### src/hdl/fes_pkg.sv
// package for the receive framer event status block
package fes_pkg;
  // register byte addresses (AXI4-Lite, aligned words)
  localparam logic [7:0] ADDR_STATUS = 8'h00; // framer_event_status
  localparam logic [7:0] ADDR_ENABLE = 8'h04; // interrupt enable
  localparam logic [7:0] ADDR_FRAMING = 8'h08; // framing control
  localparam logic [7:0] ADDR_STATE = 8'h0c; // framer live state

  // status and enable bit positions
  localparam int BIT_FRAMING_ERR = 0;
  localparam int BIT_CRC4_ERR = 1;
  localparam int BIT_MIMIC = 2;
  localparam int BIT_OOF = 3;
  localparam int BIT_SHIFT = 4;
  localparam int NUM_EVENTS = 5;

  // alignment_loss_threshold field in framing control
  localparam int THR_LSB = 0;
  localparam int THR_W = 3;

  // reset values
  localparam logic [4:0] STATUS_RST = 5'h00;
  localparam logic [4:0] ENABLE_RST = 5'h00;
  localparam logic [2:0] THR_RST = 3'h3;

  // AXI response codes
  localparam logic [1:0] RESP_OKAY = 2'h0;
  localparam logic [1:0] RESP_SLVERR = 2'h2;

  // events reported by the receive framer datapath
  typedef struct packed {
    logic shift; // alignment moved
    logic mimic; // frame mimic seen
    logic crc4_err; // sub-multiframe crc mismatch
    logic fas_err; // errored alignment pattern in frame
  } fes_event_t;

  // write response channel state
  typedef enum logic [1:0] {
    WR_IDLE = 2'b01,
    WR_RESP = 2'b10
  } fes_wr_t;
endpackage : fes_pkg

### src/hdl/fes_top.sv
// receive framer event status register with enables and AXI4-Lite slave
//
// Decided for this implementation: the placing of the registers and the AXI4-Lite register port.
`timescale 1ns/1ns
// Notes on behaviour
// - flags show events since last status read; reading clears all flags
// - bit 4 latches when alignment shifts to another bit position
// - bit 3 latches on out-of-frame declare and on its clear
// - out-of-frame declared after threshold consecutive errored alignment patterns
// - bit 2 latches on frame mimic detection
// - bit 1 latches on crc-4 sub-multiframe mismatch
// - bit 0 latches on any errored alignment bit
// - framing error flag alone does not mean loss of sync
// - interrupt raised only for latched events whose enable is set
// - enable bits match status bit positions; 1 enables, 0 disables
module fes_top
  import fes_pkg::*;
(
  input  wire logic        clk_i,
  input  wire logic        rst_i,
  input  wire fes_event_t  event_i,   // one-cycle event pulses, clk_i domain
  input  wire logic        fas_good_i, // valid alignment pattern found
  input  wire logic [3:0]  s_awaddr_i,
  input  wire logic        s_awvalid_i,
  output logic             s_awready_o,
  input  wire logic [31:0] s_wdata_i,
  input  wire logic [3:0]  s_wstrb_i,
  input  wire logic        s_wvalid_i,
  output logic             s_wready_o,
  output logic [1:0]       s_bresp_o,
  output logic             s_bvalid_o,
  input  wire logic        s_bready_i,
  input  wire logic [3:0]  s_araddr_i,
  input  wire logic        s_arvalid_i,
  output logic             s_arready_o,
  output logic [31:0]      s_rdata_o,
  output logic [1:0]       s_rresp_o,
  output logic             s_rvalid_o,
  input  wire logic        s_rready_i,
  output logic             irq_o,
  output logic             oof_o
);

  logic [4:0]       status_q;
  logic [4:0]       enable_q;
  logic [THR_W-1:0] thr_q;
  logic [THR_W-1:0] err_cnt_q;
  logic             oof_q;
  logic             oof_chg;
  logic             status_rd;
  logic [4:0]       set_vec;
  logic             aw_have_q;
  logic             w_have_q;
  logic [3:0]       awaddr_q;
  logic [31:0]      wdata_q;
  logic [3:0]       wstrb_q;
  fes_wr_t          wr_st_q;
  logic             wr_fire;

  // widen a 4-bit bus address to the map width
  function automatic logic [7:0] fes_addr(input logic [3:0] a);
    return {4'h0, a[3:2], 2'b00};
  endfunction

  // out-of-frame tracker: count consecutive errored patterns
  always_ff @(posedge clk_i) begin
    if (rst_i) begin
      err_cnt_q <= '0;
      oof_q     <= 1'b0;
    end else if (!oof_q) begin
      if (event_i.fas_err) begin
        if (err_cnt_q + 3'h1 >= thr_q) begin
          oof_q     <= 1'b1;
          err_cnt_q <= '0;
        end else begin
          err_cnt_q <= err_cnt_q + 3'h1;
        end
      end else if (fas_good_i) begin
        err_cnt_q <= '0;
      end
    end else if (fas_good_i) begin
      oof_q <= 1'b0;
    end
  end

  assign oof_chg = (!oof_q && event_i.fas_err && (err_cnt_q + 3'h1 >= thr_q))
                   || (oof_q && fas_good_i);

  // event bit vector at status positions
  always_comb begin
    set_vec = '0;
    set_vec[BIT_SHIFT]       = event_i.shift;
    set_vec[BIT_OOF]         = oof_chg;
    set_vec[BIT_MIMIC]       = event_i.mimic;
    set_vec[BIT_CRC4_ERR]    = event_i.crc4_err;
    set_vec[BIT_FRAMING_ERR] = event_i.fas_err;
  end

  assign status_rd = s_arvalid_i && s_arready_o
                     && (fes_addr(s_araddr_i) == ADDR_STATUS);

  // sticky flags; set wins over the clear of a read
  always_ff @(posedge clk_i) begin
    if (rst_i) begin
      status_q <= STATUS_RST;
    end else if (status_rd) begin
      status_q <= set_vec;
    end else begin
      status_q <= status_q | set_vec;
    end
  end

  // interrupt and state outputs
  always_ff @(posedge clk_i) begin
    if (rst_i) begin
      irq_o <= 1'b0;
      oof_o <= 1'b0;
    end else begin
      irq_o <= |(status_q & enable_q);
      oof_o <= oof_q;
    end
  end

  // write address and data capture, either order
  assign wr_fire = aw_have_q && w_have_q && (wr_st_q == WR_IDLE);

  always_ff @(posedge clk_i) begin
    if (rst_i) begin
      aw_have_q   <= 1'b0;
      s_awready_o <= 1'b1;
      awaddr_q    <= '0;
    end else if (s_awvalid_i && s_awready_o) begin
      aw_have_q   <= 1'b1;
      s_awready_o <= 1'b0;
      awaddr_q    <= s_awaddr_i;
    end else if (wr_fire) begin
      aw_have_q   <= 1'b0;
    end else if (wr_st_q == WR_RESP && s_bready_i) begin
      s_awready_o <= 1'b1;
    end
  end

  always_ff @(posedge clk_i) begin
    if (rst_i) begin
      w_have_q   <= 1'b0;
      s_wready_o <= 1'b1;
      wdata_q    <= '0;
      wstrb_q    <= '0;
    end else if (s_wvalid_i && s_wready_o) begin
      w_have_q   <= 1'b1;
      s_wready_o <= 1'b0;
      wdata_q    <= s_wdata_i;
      wstrb_q    <= s_wstrb_i;
    end else if (wr_fire) begin
      w_have_q   <= 1'b0;
    end else if (wr_st_q == WR_RESP && s_bready_i) begin
      s_wready_o <= 1'b1;
    end
  end

  // write response and register update
  always_ff @(posedge clk_i) begin
    if (rst_i) begin
      wr_st_q    <= WR_IDLE;
      s_bvalid_o <= 1'b0;
      s_bresp_o  <= RESP_OKAY;
      enable_q   <= ENABLE_RST;
      thr_q      <= THR_RST;
    end else begin
      case (wr_st_q)
        WR_IDLE: begin
          if (wr_fire) begin
            wr_st_q    <= WR_RESP;
            s_bvalid_o <= 1'b1;
            s_bresp_o  <= RESP_OKAY;
            case (fes_addr(awaddr_q))
              ADDR_ENABLE: begin
                if (wstrb_q[0]) enable_q <= wdata_q[4:0];
              end
              ADDR_FRAMING: begin
                if (wstrb_q[0]) thr_q <= wdata_q[THR_LSB +: THR_W];
              end
              ADDR_STATUS: ; // read-only, write ignored
              ADDR_STATE: ;
              default: s_bresp_o <= RESP_SLVERR;
            endcase
          end
        end
        WR_RESP: begin
          if (s_bready_i) begin
            wr_st_q    <= WR_IDLE;
            s_bvalid_o <= 1'b0;
          end
        end
        default: wr_st_q <= WR_IDLE;
      endcase
    end
  end

  // read channel: one cycle from address to data
  always_ff @(posedge clk_i) begin
    if (rst_i) begin
      s_arready_o <= 1'b1;
      s_rvalid_o  <= 1'b0;
      s_rdata_o   <= '0;
      s_rresp_o   <= RESP_OKAY;
    end else if (s_arvalid_i && s_arready_o) begin
      s_arready_o <= 1'b0;
      s_rvalid_o  <= 1'b1;
      s_rresp_o   <= RESP_OKAY;
      case (fes_addr(s_araddr_i))
        ADDR_STATUS:  s_rdata_o <= {27'h0, status_q};
        ADDR_ENABLE:  s_rdata_o <= {27'h0, enable_q};
        ADDR_FRAMING: s_rdata_o <= {29'h0, thr_q};
        ADDR_STATE:   s_rdata_o <= {28'h0, err_cnt_q, oof_q};
        default: begin
          s_rdata_o <= '0;
          s_rresp_o <= RESP_SLVERR;
        end
      endcase
    end else if (s_rvalid_o && s_rready_i) begin
      s_rvalid_o  <= 1'b0;
      s_arready_o <= 1'b1;
    end
  end
endmodule // fes_top
### config.mk
export PLATFORM = sky130hd
export DESIGN_NAME = fes_top
export DESIGN_NICKNAME = d
export VERILOG_FILES = /design/src/hdl/fes_pkg.sv /design/src/hdl/fes_top.sv
export SDC_FILE = /design/constraint.sdc
export NUM_CORES = 1
export LEC_CHECK = 0
export ABC_AREA = 1
export BUFFER_PORTS_ARGS = -buffer_cell sky130_fd_sc_hd__buf_2
export CORE_AREA = 5 5 78 80
export DETAILED_ROUTE_END_ITERATION = 8
export DIE_AREA = 0 0 83 85
export PLACE_DENSITY = 0.69
export SYNTH_ARGS = -nofsm -noshare
export SYNTH_HDL_FRONTEND = slang
export SYNTH_SLANG_ARGS = --single-unit
### constraint.sdc
create_clock -name clk_i -period 2 [get_ports clk_i]
set_input_delay 0 -clock clk_i [delete_from_list [all_inputs] [get_ports clk_i]]
set_output_delay 0 -clock clk_i [all_outputs]
set_load 0.1 [all_outputs]
# ---- Yosys cells after proc, flatten, opt, wreduce, memory -nomap -nowiden
# Index checks and enable logic that the tools add are counted.
dict set report word_totals {
  memories 0
  reg_bits 70
  latch_bits 0
  mem_bits_ro 0
  out_inout_bits 43
  ram_bits 0
}
dict set report op_classes {
  n_bitwise 3
  n_shift 0
  reduce_logical 29
  mul 0
  order_cmp 1
  n_addsub 1
  n_eq_ne 11
  div_mod_pow 0
  mux 26
}
# cell count
set ops {}
lappend ops {{$pmux 32 s4} 1}
lappend ops {{$mux 1} 17}
lappend ops {{$reduce_bool 2->1} 7}
lappend ops {{$logic_and 1x1->1} 11}
lappend ops {{$mux 3} 3}
lappend ops {{$eq 2x2->1 const B} 4}
lappend ops {{$reduce_and 2->1} 4}
lappend ops {{$reduce_and 4->1} 2}
lappend ops {{$eq 2x1->1 const B} 3}
lappend ops {{$and 5x5->5} 1}
lappend ops {{$mux 5} 1}
lappend ops {{$or 5x5->5} 1}
lappend ops {{$reduce_or 5->1} 1}
lappend ops {{$mux 2} 2}
lappend ops {{$ne 2x1->1 const B} 2}
lappend ops {{$ne 2x2->1 const B} 2}
lappend ops {{$pmux 2 s2} 1}
lappend ops {{$add 3x1->3 const B} 1}
lappend ops {{$ge 3x3->1} 1}
lappend ops {{$reduce_and 3->1} 1}
lappend ops {{$logic_not 2->1} 1}
lappend ops {{$pmux 1 s2} 1}
lappend ops {{$logic_not 1->1} 1}
lappend ops {{$logic_or 1x1->1} 1}
lappend ops {{$not 1->1} 1}

# ---- Logic depth before layout (Yosys ltp)
# Gate-level depths: netlist of run 1.
dict set report depth {
  depth_word 6
  depth_mapped 12
  depth_no_buf 12
}

# ---- Least setup slack after synthesis of run 1
# OpenSTA, ideal clock, no wires.
dict set report synth_path {
  kind {register -> register}
  startpoint {reg s_arready_o}
  endpoint {reg s_rdata_o[1]}
  synth_period_minus_slack_ps 1721
  stages_incl_launch_ff 6
  slack_ps 279
  t_required_ps 1883
  arrival_time_ps 1604
  cell_sequence {dfxtp_1 nand2_2 inv_2 nand2_4 o21ai_0 nor2_1}
}
dict set report synth_between {
  elab_chain_len 1
}
# element line
set synth_lines {}
lappend synth_lines {{start: declaration} fes_top.sv:35} ;# output logic s_arready_o,
lappend synth_lines {{start signal: assignment} fes_top.sv:203} ;# s_arready_o <= 1'b1;
lappend synth_lines {{start signal: assignment} fes_top.sv:208} ;# s_arready_o <= 1'b0;
lappend synth_lines {{start signal: assignment} fes_top.sv:223} ;# s_arready_o <= 1'b1;
lappend synth_lines {{$logic_and 1x1->1} fes_top.sv:207} ;# end else if (s_arvalid_i && s_arready_o) begin
lappend synth_lines {{end signal: assignment} fes_top.sv:212} ;# ADDR_STATUS: s_rdata_o <= {27'h0, status_q};
lappend synth_lines {{end signal: assignment} fes_top.sv:213} ;# ADDR_ENABLE: s_rdata_o <= {27'h0, enable_q};
lappend synth_lines {{end signal: assignment} fes_top.sv:214} ;# ADDR_FRAMING: s_rdata_o <= {29'h0, thr_q};
lappend synth_lines {{end: declaration} fes_top.sv:36} ;# output logic [31:0] s_rdata_o,
# No other way between the ends.
# A chain may end at the register's enable or synchronous reset.

# ---- Final worst setup path of run 1
dict set report layout_path {
  startpoint {reg err_cnt_q[0]}
  endpoint {reg oof_q}
}
dict set report layout_between {
  elab_chain_len 5
}
# element line
set layout_lines {}
lappend layout_lines {{start: declaration} fes_top.sv:47} ;# logic [THR_W-1:0] err_cnt_q;
lappend layout_lines {{start signal: assignment} fes_top.sv:76} ;# err_cnt_q <= err_cnt_q + 3'h1;
lappend layout_lines {{$add 3x1->3} fes_top.sv:72} ;# if (err_cnt_q + 3'h1 >= thr_q) begin
lappend layout_lines {{$ge 3x3->1} fes_top.sv:72}
lappend layout_lines {{$mux 1} fes_top.sv:72}
lappend layout_lines {{$mux 1} fes_top.sv:71} ;# if (event_i.fas_err) begin
lappend layout_lines {{$mux 1} fes_top.sv:70} ;# end else if (!oof_q) begin
lappend layout_lines {{end signal: assignment} fes_top.sv:69} ;# oof_q <= 1'b0;
lappend layout_lines {{end signal: assignment} fes_top.sv:73} ;# oof_q <= 1'b1;
lappend layout_lines {{end signal: assignment} fes_top.sv:82} ;# oof_q <= 1'b0;
lappend layout_lines {{end: declaration} fes_top.sv:48} ;# logic oof_q;
# No other way between the ends.

==> summary.md, run 1 <==
| Metric | Value |
|---|---|
| Root Buffer | clkbuf_8 |
| CTS Buffer Depth | 2 |
| Drc violations | 0 |
| CP max stage cell | dfxtp_1 |
| Final GP Congestion | 0.787 |
| Setup crit start kind | register |
| Share of layout cells above drive strength 1 | 17.6% |
| Power Density | 988 nW/µm² |
| # diodes | 0 |
| WS Path Type | reg -> reg |
| Clk network pwr share | 29.1% |
| Post-synth top cells | nand2_1 (48), dfxtp_1 (41), nor2_1 (33) |
| Initial antenna violation count | 0 |
| Worst VDD drop | about 0.00043 V |
| Final worst path period share | 86.8% |
| Row count | 27 |
| Critical path's most frequent cell | nand2_1 |
| 1st-iter DRT viols | 62 |
| CP Max Fanout | 4 |
| Worst-Skew Late Latency | slightly below 0.3 ns |
| CTS tree | done |
| Worst Setup End Kind | register |
| Total Die Area | 7060 µm² |
| Fmax | between 0.5 and 0.6 GHz |
| Hold path cells | 4 |
| R2R cell count | 12 |
| RSZ-0062 raised after global routing | false |
| Clock transition at path regs | about 0.08 ns |
| HP Start | s_bready_i |
| Top Ports | 99 |
| Combinational share of power | 30.9% |
| Final worst path period need | 1.74 ns |
| Detailed placement HPWL | 3020 µm |
| Top cell type's share of synthesized area | 40.5% |
| Count of buffers inserted at the top-level ports | 33 |
| Synth unique cells | 28 |
| Sink of the worst hold path | wr_st_q[1] |
| Critical Path AT | roughly 1.9 ns |
| Core box area | 5340 µm² |
| Max H-tree Level | 2 |
| Die span in y | 85 µm |
| Part of the power in registers | 39.9% |
| P&R area growth vs syn | 18.2% |
| Synthesized flop and latch total | 41 |
| MaxCap Viol Count | 0 |
| Max-slew violations | 0 |
| Filler cells | ~530 |
| Status | finished, final reports clean |
| Via count | 1719 |
| Final WL | 4130 µm |
| Largest area contributor in the netlist | dfxtp_1 |
| CP Data Required Time | 2.17 ns |
| Top delay family on crit path | simple AND/OR/NAND/NOR gates |
| Hold Path Class | in -> reg |
| Library cell with the highest instance count after synthesis | nand2_1 |
| Top_reg_cell synth | dfxtp_1 |
| Detail Route Antenna Nets | 0 |
| First-pass DRT Iterations | 4 |
| Synth top area cells | dfxtp_1 (40%), buf_4 (12%), nand2_1 (8.9%) |
| Hold Fails Final Rpt | 0 |
| Nets@finish | 382 |
| Via count of the first global-routing pass | around 1600 |
| Ys async rst share | 0% |
| Clock Skew | 0.00700 ns |
| Die X-Extent | between 80 and 90 µm |
| Grt total ovfl | 0 |
| R2r setup slk | 0.26 ns |
| Fin worst setup slack | roughly 0.26 ns |
| Vias per std cell | around 4.4 |
| Overall Global Routing Usage | 11.8% |
| Sw power | 929 µW |
| Sw Ratio | between 30% and 40% |
| Syn Std Cell Area | 2030 µm² |
| Critical Path, Cell by Cell | ha_1 -> inv_1 -> nand2_1 -> nand2_1 -> inv_1 -> ha_1 -> nand2_1 -> nand2_1 -> nor2_1 -> nand2_1 -> nand2_1 -> o21ai_0 |
| Yosys warns | 0 |
| Reg-to-reg startpoint | err_cnt_q[0] |
| First-pass GRT wire length | 6900 µm |
| Multi-input logic area | 945 µm² |
| Bufs and invs on worst path | 2 |
| Sequential share of the synthesized area | 40.5% |
| EDFF count, synth | 0 |
| FF-to-FF End | oof_q |
| Syn_area_per_cell | 7.40 µm² |
| Largest net degree at the start of global routing | 22 |
| Clk sinks | ~40 |
| Starting Density | 38.0% |
| Total CTS buffers | 5 |
| Final setup fails | 0 |
| Leakage power total | 0.00116 µW |
| Total Neg Setup Slack | 0 ns |
| CP max stage delay | 0.34 ns |
| Gate Count Post-Synth | around 270 |
| Dpl ws | 0.267 ns |
| Cell Int Power | around 1400 µW |
| Register Area | around 820 µm² |
| WL/cell | 10.5 µm |
worst register-to-register path, cell delays in order, from the launching register on:
cell	delay [ns]
dfxtp_1	0.34
ha_1	0.21
inv_1	0.05
nand2_1	0.04
nand2_1	0.07
inv_1	0.05
ha_1	0.30
nand2_1	0.07
nand2_1	0.05
nor2_1	0.22
nand2_1	0.08
nand2_1	0.08
o21ai_0	0.07
power by group through the flow:
stage	Clock, µW	Sequential [µW]	Combinational [µW]
floorplan	0	1080	535
global placement	0	962	704
detailed placement	0	966	711
CTS	709	946	734
global route	742	956	795
finish	691	947	732
flip-flops by register name, indices dropped and copies added, names as in the netlist, 2 cells and up:
name and cells:
enable_q 5, s_rdata_o 5, status_q 5, wdata_q 5
err_cnt_q 3, thr_q 3, awaddr_q 2, wr_st_q 2
worst max-delay path by stage:
stage	endpoint	slack, ns	depth (start not counted)	from
CTS	oof_q	0.26	12	err_cnt_q[0]
global placement	oof_q	0.28	12	err_cnt_q[0]
floorplan	s_rdata_o[1]	0.28	5	s_arready_o
detailed placement	status_q[3]	0.27	12	err_cnt_q[0]
finish	oof_q	0.26	12	err_cnt_q[0]
global route	status_q[3]	0.07	12	err_cnt_q[0]
layer usage:
layer / track usage [%] / up-vias / routed length (µm)
li1: - / 908 / -
met1: 14.1 / 755 / 1920
met2: 20.2 / 50 / 1910
met3: 3.79 / 6 / 260
met4: 3.71 / 0 / 43
met5: 0 / - / 0
through the flow:
step | utilization, % | area [µm²] | total power, µW | std cells | hold WS (ns)
finish | 44.9 | 2400 | 2370 | 395 | 0.0182
global route | 44.9 | 2400 | 2490 | 395 | 0.0201
CTS | 44.9 | 2400 | 2390 | 395 | 0.0134
detailed placement | 40.0 | 2140 | 1680 | 373 | 0.217
global placement | 40.0 | 2140 | 1670 | 373 | 0.208
floorplan | - | 2140 | 1620 | 304 | 0.0841
logic make-up (layout without fill, tap and decap cells):
family                   count (synthesis)  after routing  synth area share (%)
flip-flops                              41             41                  40.5
adder cells (fa/ha/maj)                  4              4                  2.47
AND/OR/NAND/NOR                        109            109                  24.9
buffers and inverters                   67             86                  18.5
other                                    1             31                 0.185
AO/OA/AOI/OAI                           52             52                  13.5
cells in the final DEF (no fill, tap or decap), types with 4 or more instances in the layout:
| cell type | instances |
|---|---|
| nand2_1 | 48 |
| dfxtp_1 | 41 |
| nor2_1 | 33 |
| buf_2 | 33 |
| conb_1 | 31 |
| inv_1 | 28 |
| a21oi_1 | 25 |
| o21ai_0 | 17 |
| dlygate4sd3_1 | 14 |
| nand3_1 | 10 |
| clkbuf_8 | 6 |
| nand2_2 | 4 |
| o21ai_1 | 4 |
| nand4_1 | 4 |
| ha_1 | 4 |
final cells by class:
class                           count  share of cell area [%]
Clock inverter                      2                    1.57
Tap cell                           72                    3.76
Clock buffer                        6                    3.44
Timing Repair Buffer               47                    12.7
Inverter                           31                    4.85
Sequential cell                    41                    34.2
Multi-Input combinational cell    196                    39.4
timing repair:
item                                   CTS  global route
endpoints found under the hold margin   14             0
resized for setup                        0             0
buffers inserted                         0             0
hold buffers                            14             0
(Power assumes the default switching activity.)
==> run 2: changes to the inputs <==
Settings changed: MAX_ROUTING_LAYER set to met4.
==> run 2 against run 1 <==
  * Clock-buffer cell count unchanged
  * Register-to-register slack about the same
  * Die area is the same
  * Power about the same
  * Setup slack did not move
  * Maximum frequency is the same
  * Sequential share of layout area unchanged
  * Design area stayed put
  * Sequential cell count unchanged
  * Clock skew hardly changed
  * Sequential power is essentially flat
  * Via count unchanged
  * Critical path type unchanged
  * Critical endpoint unchanged
==> summary.md, run 2 (synthesized netlist as in run 1, its figures left out) <==
| Metric | Value |
|---|---|
| R2R cell count | 12 (unchanged) |
| Core box area | 5340 µm² (unchanged) |
| Clock transition at path regs | 0.08 ns (about the same) |
| Max layer used | met4 |
| First-pass DRT Iterations | 4 (unchanged) |
| Starting Density | 38.0% (unchanged) |
| Worst-Skew Late Latency | 0.29 ns (about the same) |
| Status | finished, final reports clean |
| Bufs and invs on worst path | 2 (unchanged) |
| Worst Setup End Kind | register |
| Die span in y | 85 µm (unchanged) |
| Worst VDD drop | 0.000429 V (about the same) |
| PostCTS Resize Cnt | 0 (unchanged) |
| Multi-input logic area | 945 µm² (unchanged) |
| Top delay family on crit path | simple AND/OR/NAND/NOR gates |
| Total Neg Setup Slack | 0 ns (unchanged) |
| Nets@finish | 382 (unchanged) |
| Overall Global Routing Usage | 12.1% (+0.35 points) |
| Most frequent cells in the layout | nand2_1 (48), dfxtp_1 (41), nor2_1 (33), buf_2 (33), conb_1 (31) |
| Hold_buf cts | 14 (unchanged) |
| Number of post-CTS setup repair buffers | 0 (unchanged) |
| 1st-iter DRT viols | 62 (unchanged) |
| Filler cells | 528 (unchanged) |
| Total Die Area | 7060 µm² (unchanged) |
| Initial antenna violation count | 0 (unchanged) |
| Critical path depth | 12 (unchanged) |
| P&R area growth vs syn | 18.2% (unchanged) |
| Clk sinks | 41 (unchanged) |
| Largest net degree at the start of global routing | 22 (unchanged) |
| Leakage power total | 0.00116 µW (unchanged) |
| Commonest non-fill, non-tap cell in the layout | nand2_1 |
| WS Path Type | reg -> reg |
| Hold Path Class | in -> reg |
| Via count of the first global-routing pass | 1580 (-0.063%) |
| CP Capture Point | oof_q |
| Final setup fails | 0 (unchanged) |
| Total CTS buffers | 5 (unchanged) |
| Max H-tree Level | 2 (unchanged) |
| Root Buffer | clkbuf_8 |
| RSZ-0062 raised after global routing | false |
| Hold path cells | 4 (unchanged) |
| Row count | 27 (unchanged) |
| Fmax | 0.576 GHz (unchanged) |
| Count of buffers inserted at the top-level ports | 33 (unchanged) |
| Critical Path, Cell by Cell | ha_1 -> inv_1 -> nand2_1 -> nand2_1 -> inv_1 -> ha_1 -> nand2_1 -> nand2_1 -> nor2_1 -> nand2_1 -> nand2_1 -> o21ai_0 |
| Die X-Extent | 83 µm (unchanged) |
| Top Ports | 99 (unchanged) |
| Final worst path period share | 86.8% (unchanged) |
| Power, Total | 2370 µW (about the same) |
| Drc violations | 0 (unchanged) |
| FF-to-FF End | oof_q |
| Reg-to-reg startpoint | err_cnt_q[0] |
| Critical Path AT | 1.90 ns (about the same) |
| Detail Route Antenna Nets | 0 (unchanged) |
| First-pass GRT wire length | 6910 µm (about the same) |
| Clock Skew | 0.00702 ns (+0.0000226 ns) |
| Setup crit start kind | register |
| Register Area | 821 µm² (unchanged) |
| Final WL | 4130 µm (about the same) |
| Met2 Wirelength | 1900 µm (-0.16%) |
| CP Data Required Time | 2.17 ns (about the same) |
| Max-slew violations | 0 (unchanged) |
| # diodes | 0 (unchanged) |
| CP max stage cell | dfxtp_1 |
| Via count | 1719 (unchanged) |
| Final GP Congestion | 0.798 (+1.4%) |
| Critical path's most frequent cell | nand2_1 |
| WL/cell | 10.5 µm (about the same) |
| Crit. Startpoint | err_cnt_q[0] |
| Power Density | 988 nW/µm² (about the same) |
| Final worst path period need | 1.74 ns (unchanged) |
| Vias per std cell | 4.35 (unchanged) |
| Share of layout cells above drive strength 1 | 17.6% (unchanged) |
| CTS tree | done |
| MaxCap Viol Count | 0 (unchanged) |
| CTS Buffer Depth | 2 (unchanged) |
| R2r setup slk | 0.26 ns (about the same) |
| Grt total ovfl | 0 (unchanged) |
| WL met1 | 1920 µm (unchanged) |
| Hold Fails Final Rpt | 0 (unchanged) |
| Detailed placement HPWL | 3020 µm (unchanged) |
| Met3 routed WL | 262 µm (+0.77%) |
| CP Max Fanout | 4 (unchanged) |
| HP Start | s_bready_i |
| CP max stage delay | 0.34 ns (about the same) |
run 2: cell counts in the layout (fill, tap and decap cells not counted):
No cell type changed its count.
run 2: power breakdown:
group	total, µW	switching [µW]	internal [µW]
clock	691	285	406
sequential	947	57.8	889
combinational	732	586	146
total	2370	929	1440
run 2: per-stage QoR:
stage / util (%) / instances / hold WS (ns) / cell area, µm² / worst slack [ns]
2_1_floorplan: - / 304 / 0.0841 / 2140 / 0.279
3_3_place_gp: 40.0 / 373 / 0.208 / 2140 / 0.285
3_5_place_dp: 40.0 / 373 / 0.217 / 2140 / 0.267
4_1_cts: 44.9 / 395 / 0.0134 / 2400 / 0.259
5_1_grt: 44.9 / 395 / 0.0200 / 2400 / 0.0656
6_report: 44.9 / 395 / 0.0181 / 2400 / 0.263
run 2: worst min-delay path by stage:
stage | to | slack, ns
after floorplan | oof_o | 0.08
after global placement | status_q[1] | 0.21
after detailed placement | status_q[4] | 0.22
after CTS | wr_st_q[1] | 0.01
after global routing | wr_st_q[1] | 0.02
final | wr_st_q[1] | 0.02
run 2: layout make-up:
| type | count | share of cell area [%] |
|---|---|---|
| Clock buffer | 6 | 3.44 |
| Clock inverter | 2 | 1.57 |
| Inverter | 31 | 4.85 |
| Multi-Input combinational cell | 196 | 39.4 |
| Sequential cell | 41 | 34.2 |
| Tap cell | 72 | 3.76 |
| Timing Repair Buffer | 47 | 12.7 |
run 2: worst register-to-register path: stages (launching register included):
cell     delay [ns]
dfxtp_1        0.34
ha_1           0.21
inv_1          0.05
nand2_1        0.04
nand2_1        0.07
inv_1          0.05
ha_1           0.30
nand2_1        0.07
nand2_1        0.05
nor2_1         0.22
nand2_1        0.08
nand2_1        0.08
o21ai_0        0.07
run 2: metal layers:
| metal | up-vias | global-route usage, % |
|---|---|---|
| met5 | - | - |
| met4 | 0 | 3.71 |
| met3 | 6 | 3.79 |
| met2 | 50 | 20.2 |
| met1 | 755 | 14.1 |
| li1 | 908 | - |
==> run 3: changes to the inputs <==
Settings changed: BUFFER_PORTS_ARGS -buffer_cell sky130_fd_sc_hd__buf_2 to -buffer_cell sky130_fd_sc_hd__buf_4, CTS_CLUSTER_SIZE set to 30.
==> run 3 against run 2 <==
  * Maximum frequency up 1.2%
  * Design area up 1.9%
  * Critical endpoint unchanged
  * Clock-buffer cell count unchanged
  * Highest routed layer unchanged
  * Worst hold slack better by 0.0016 ns
==> summary.md, run 3 (synthesized netlist as in run 1, its figures left out) <==
| Metric | Value |
|---|---|
| Initial antenna violation count | 0 (unchanged) |
| Critical Path AT | 1.90 ns (about the same) |
| Share of layout cells above drive strength 1 | 17.3% (-0.31 points) |
| Total Die Area | 7060 µm² (unchanged) |
| Hold slack | 0.0197 ns (+0.00159 ns) |
| First-pass GRT wire length | 6920 µm (+0.20%) |
| CP Max Fanout | 4 (unchanged) |
| Via count | 1736 (+0.99%) |
| First-pass DRT Iterations | 4 (unchanged) |
| Inst Count DP | 373 (unchanged) |
| Fmax | 0.583 GHz (+1.2%) |
| Post-Layout Cell Count | 395 (unchanged) |
| R2r setup slk | 0.28 ns (+0.02 ns) |
| Top Ports | 99 (unchanged) |
| Hold Path Class | in -> reg |
| Core box area | 5340 µm² (unchanged) |
| CTS Buffer Depth | 2 (unchanged) |
| Drc violations | 0 (unchanged) |
| P&R area growth vs syn | 20.4% |
| Status | finished, final reports clean |
| Leakage power total | 0.00117 µW (+0.92%) |
| Final worst path period share | 85.8% (-1.1 points) |
| Die span in y | 85 µm (unchanged) |
| Die X-Extent | 83 µm (unchanged) |
| Max-slew violations | 0 (unchanged) |
| RSZ-0062 raised after global routing | false |
| Row count | 27 (unchanged) |
| Clock transition at path regs | 0.08 ns (about the same) |
| Root Buffer | clkbuf_8 |
| FF-to-FF End | oof_q |
| HP Start | s_wvalid_i |
| Detail Route Antenna Nets | 0 (unchanged) |
| WL/cell | 10.6 µm (+1.8%) |
| Setup crit start kind | register |
| Clock Skew | 0.00763 ns (+0.000611 ns) |
| Power Density | 914 nW/µm² (-7.5%) |
| # diodes | 0 (unchanged) |
| Worst VDD drop | 0.000319 V (-26%) |
| CTS tree | done |
| Max H-tree Level | 2 (unchanged) |
| Final GP Congestion | 0.804 (+0.71%) |
| MaxCap Viol Count | 0 (unchanged) |
| Via count of the first global-routing pass | 1605 (+1.6%) |
| Vias per std cell | 4.39 (+0.99%) |
| Sink of the worst hold path | wdata_q[0] |
| Count of buffers inserted at the top-level ports | 33 (unchanged) |
| R2R cell count | 12 (unchanged) |
| Final worst path period need | 1.72 ns (-0.0213 ns) |
| Worst-Skew Late Latency | 0.30 ns (about the same) |
| Total CTS buffers | 5 (unchanged) |
| 1st-iter DRT viols | 75 (+21%) |
| Hold path cells | 3 (-1) |
| Starting Density | 38.0% (unchanged) |
| Worst Setup End Kind | register |
| Final WL | 4210 µm (+1.8%) |
| Final setup fails | 0 (unchanged) |
| Nets@finish | 382 (unchanged) |
| Reg-to-reg startpoint | err_cnt_q[0] |
| Total Neg Setup Slack | 0 ns (unchanged) |
| CP Data Required Time | 2.18 ns (about the same) |
| Clk sinks | 41 (unchanged) |
| Grt total ovfl | 0 (unchanged) |
| Hold Fails Final Rpt | 0 (unchanged) |
| Overall Global Routing Usage | 12.4% (+0.22 points) |
| Most frequent cells in the layout | nand2_1 (48), dfxtp_1 (41), nor2_1 (33), buf_4 (33), conb_1 (31) |
| Detailed placement HPWL | 3040 µm (+0.68%) |
| WS Path Type | reg -> reg |
| Largest net degree at the start of global routing | 22 (unchanged) |
| Commonest non-fill, non-tap cell in the layout | nand2_1 |
[run 3: cell count changes in the layout (fill, tap and decap cells not counted)]
cell	delta
buf_2	-33
clkinvlp_4	-1
buf_4	+33
clkbuf_1	+1
clkinv_2	+2
bufinv_16	-1
clkbuf_8	-1
[run 3: per-layer routing]
metal / vias to the layer above / GRT usage [%] / part of all wire (%)
met1: 771 / 13.5 / 45
met2: 55 / 20.6 / 47
met5: - / - / 0
met4: 0 / 4.90 / 0.90
li1: 906 / - / -
met3: 4 / 4.47 / 6.8
[run 3: through the flow]
stage / power, µW / utilization, % / instance area [µm²] / setup WS [ns]
floorplan: 1620 / - / 2140 / 0.279
global placement: 1690 / 41.6 / 2220 / 0.291
detailed placement: 1700 / 41.6 / 2220 / 0.283
CTS: 2250 / 45.8 / 2440 / 0.269
global route: 2340 / 45.8 / 2440 / 0.114
finish: 2230 / 45.8 / 2440 / 0.284
[run 3: final cells by class]
class,instances,area (µm²)
inverters,31,116
repair buffers,47,388
flip-flops and latches,41,821
fillers,548,2900
multi-input cells,196,945
well taps,72,90.1
clock buffers,6,72.6
clock inverters,2,10.0
[run 3: power by group]
group | internal, µW | total [µW] | switching (µW) | leakage (µW)
Clock | 242 | 527 | 285 | 0.0000450
Combinational | 169 | 758 | 589 | 0.000792
Sequential | 889 | 947 | 58.4 | 0.000337
Total | 1300 | 2230 | 933 | 0.00117
[run 3: what timing repair did]
action	4_1_cts	5_1_grt
resized for setup	0	0
buffers inserted	0	0
hold buffers	14	0
endpoints found under the hold margin	15	0
[run 3: how the worst max path moves through the flow]
stage | from | end | slack (ns) | depth (start not counted)
global route | err_cnt_q[0] | status_q[3] | 0.11 | 12
finish | err_cnt_q[0] | oof_q | 0.28 | 12
global placement | err_cnt_q[0] | oof_q | 0.29 | 12
floorplan | s_arready_o | s_rdata_o[1] | 0.28 | 5
detailed placement | err_cnt_q[0] | oof_q | 0.28 | 12
CTS | err_cnt_q[0] | oof_q | 0.27 | 12
[run 3: critical path, cell delays in order, from the launching register on]
cell	delay (ns)
dfxtp_1	0.33
ha_1	0.21
inv_1	0.05
nand2_1	0.04
nand2_1	0.07
inv_1	0.05
ha_1	0.30
nand2_1	0.07
nand2_1	0.04
nor2_1	0.21
nand2_1	0.08
nand2_1	0.08
o21ai_0	0.07
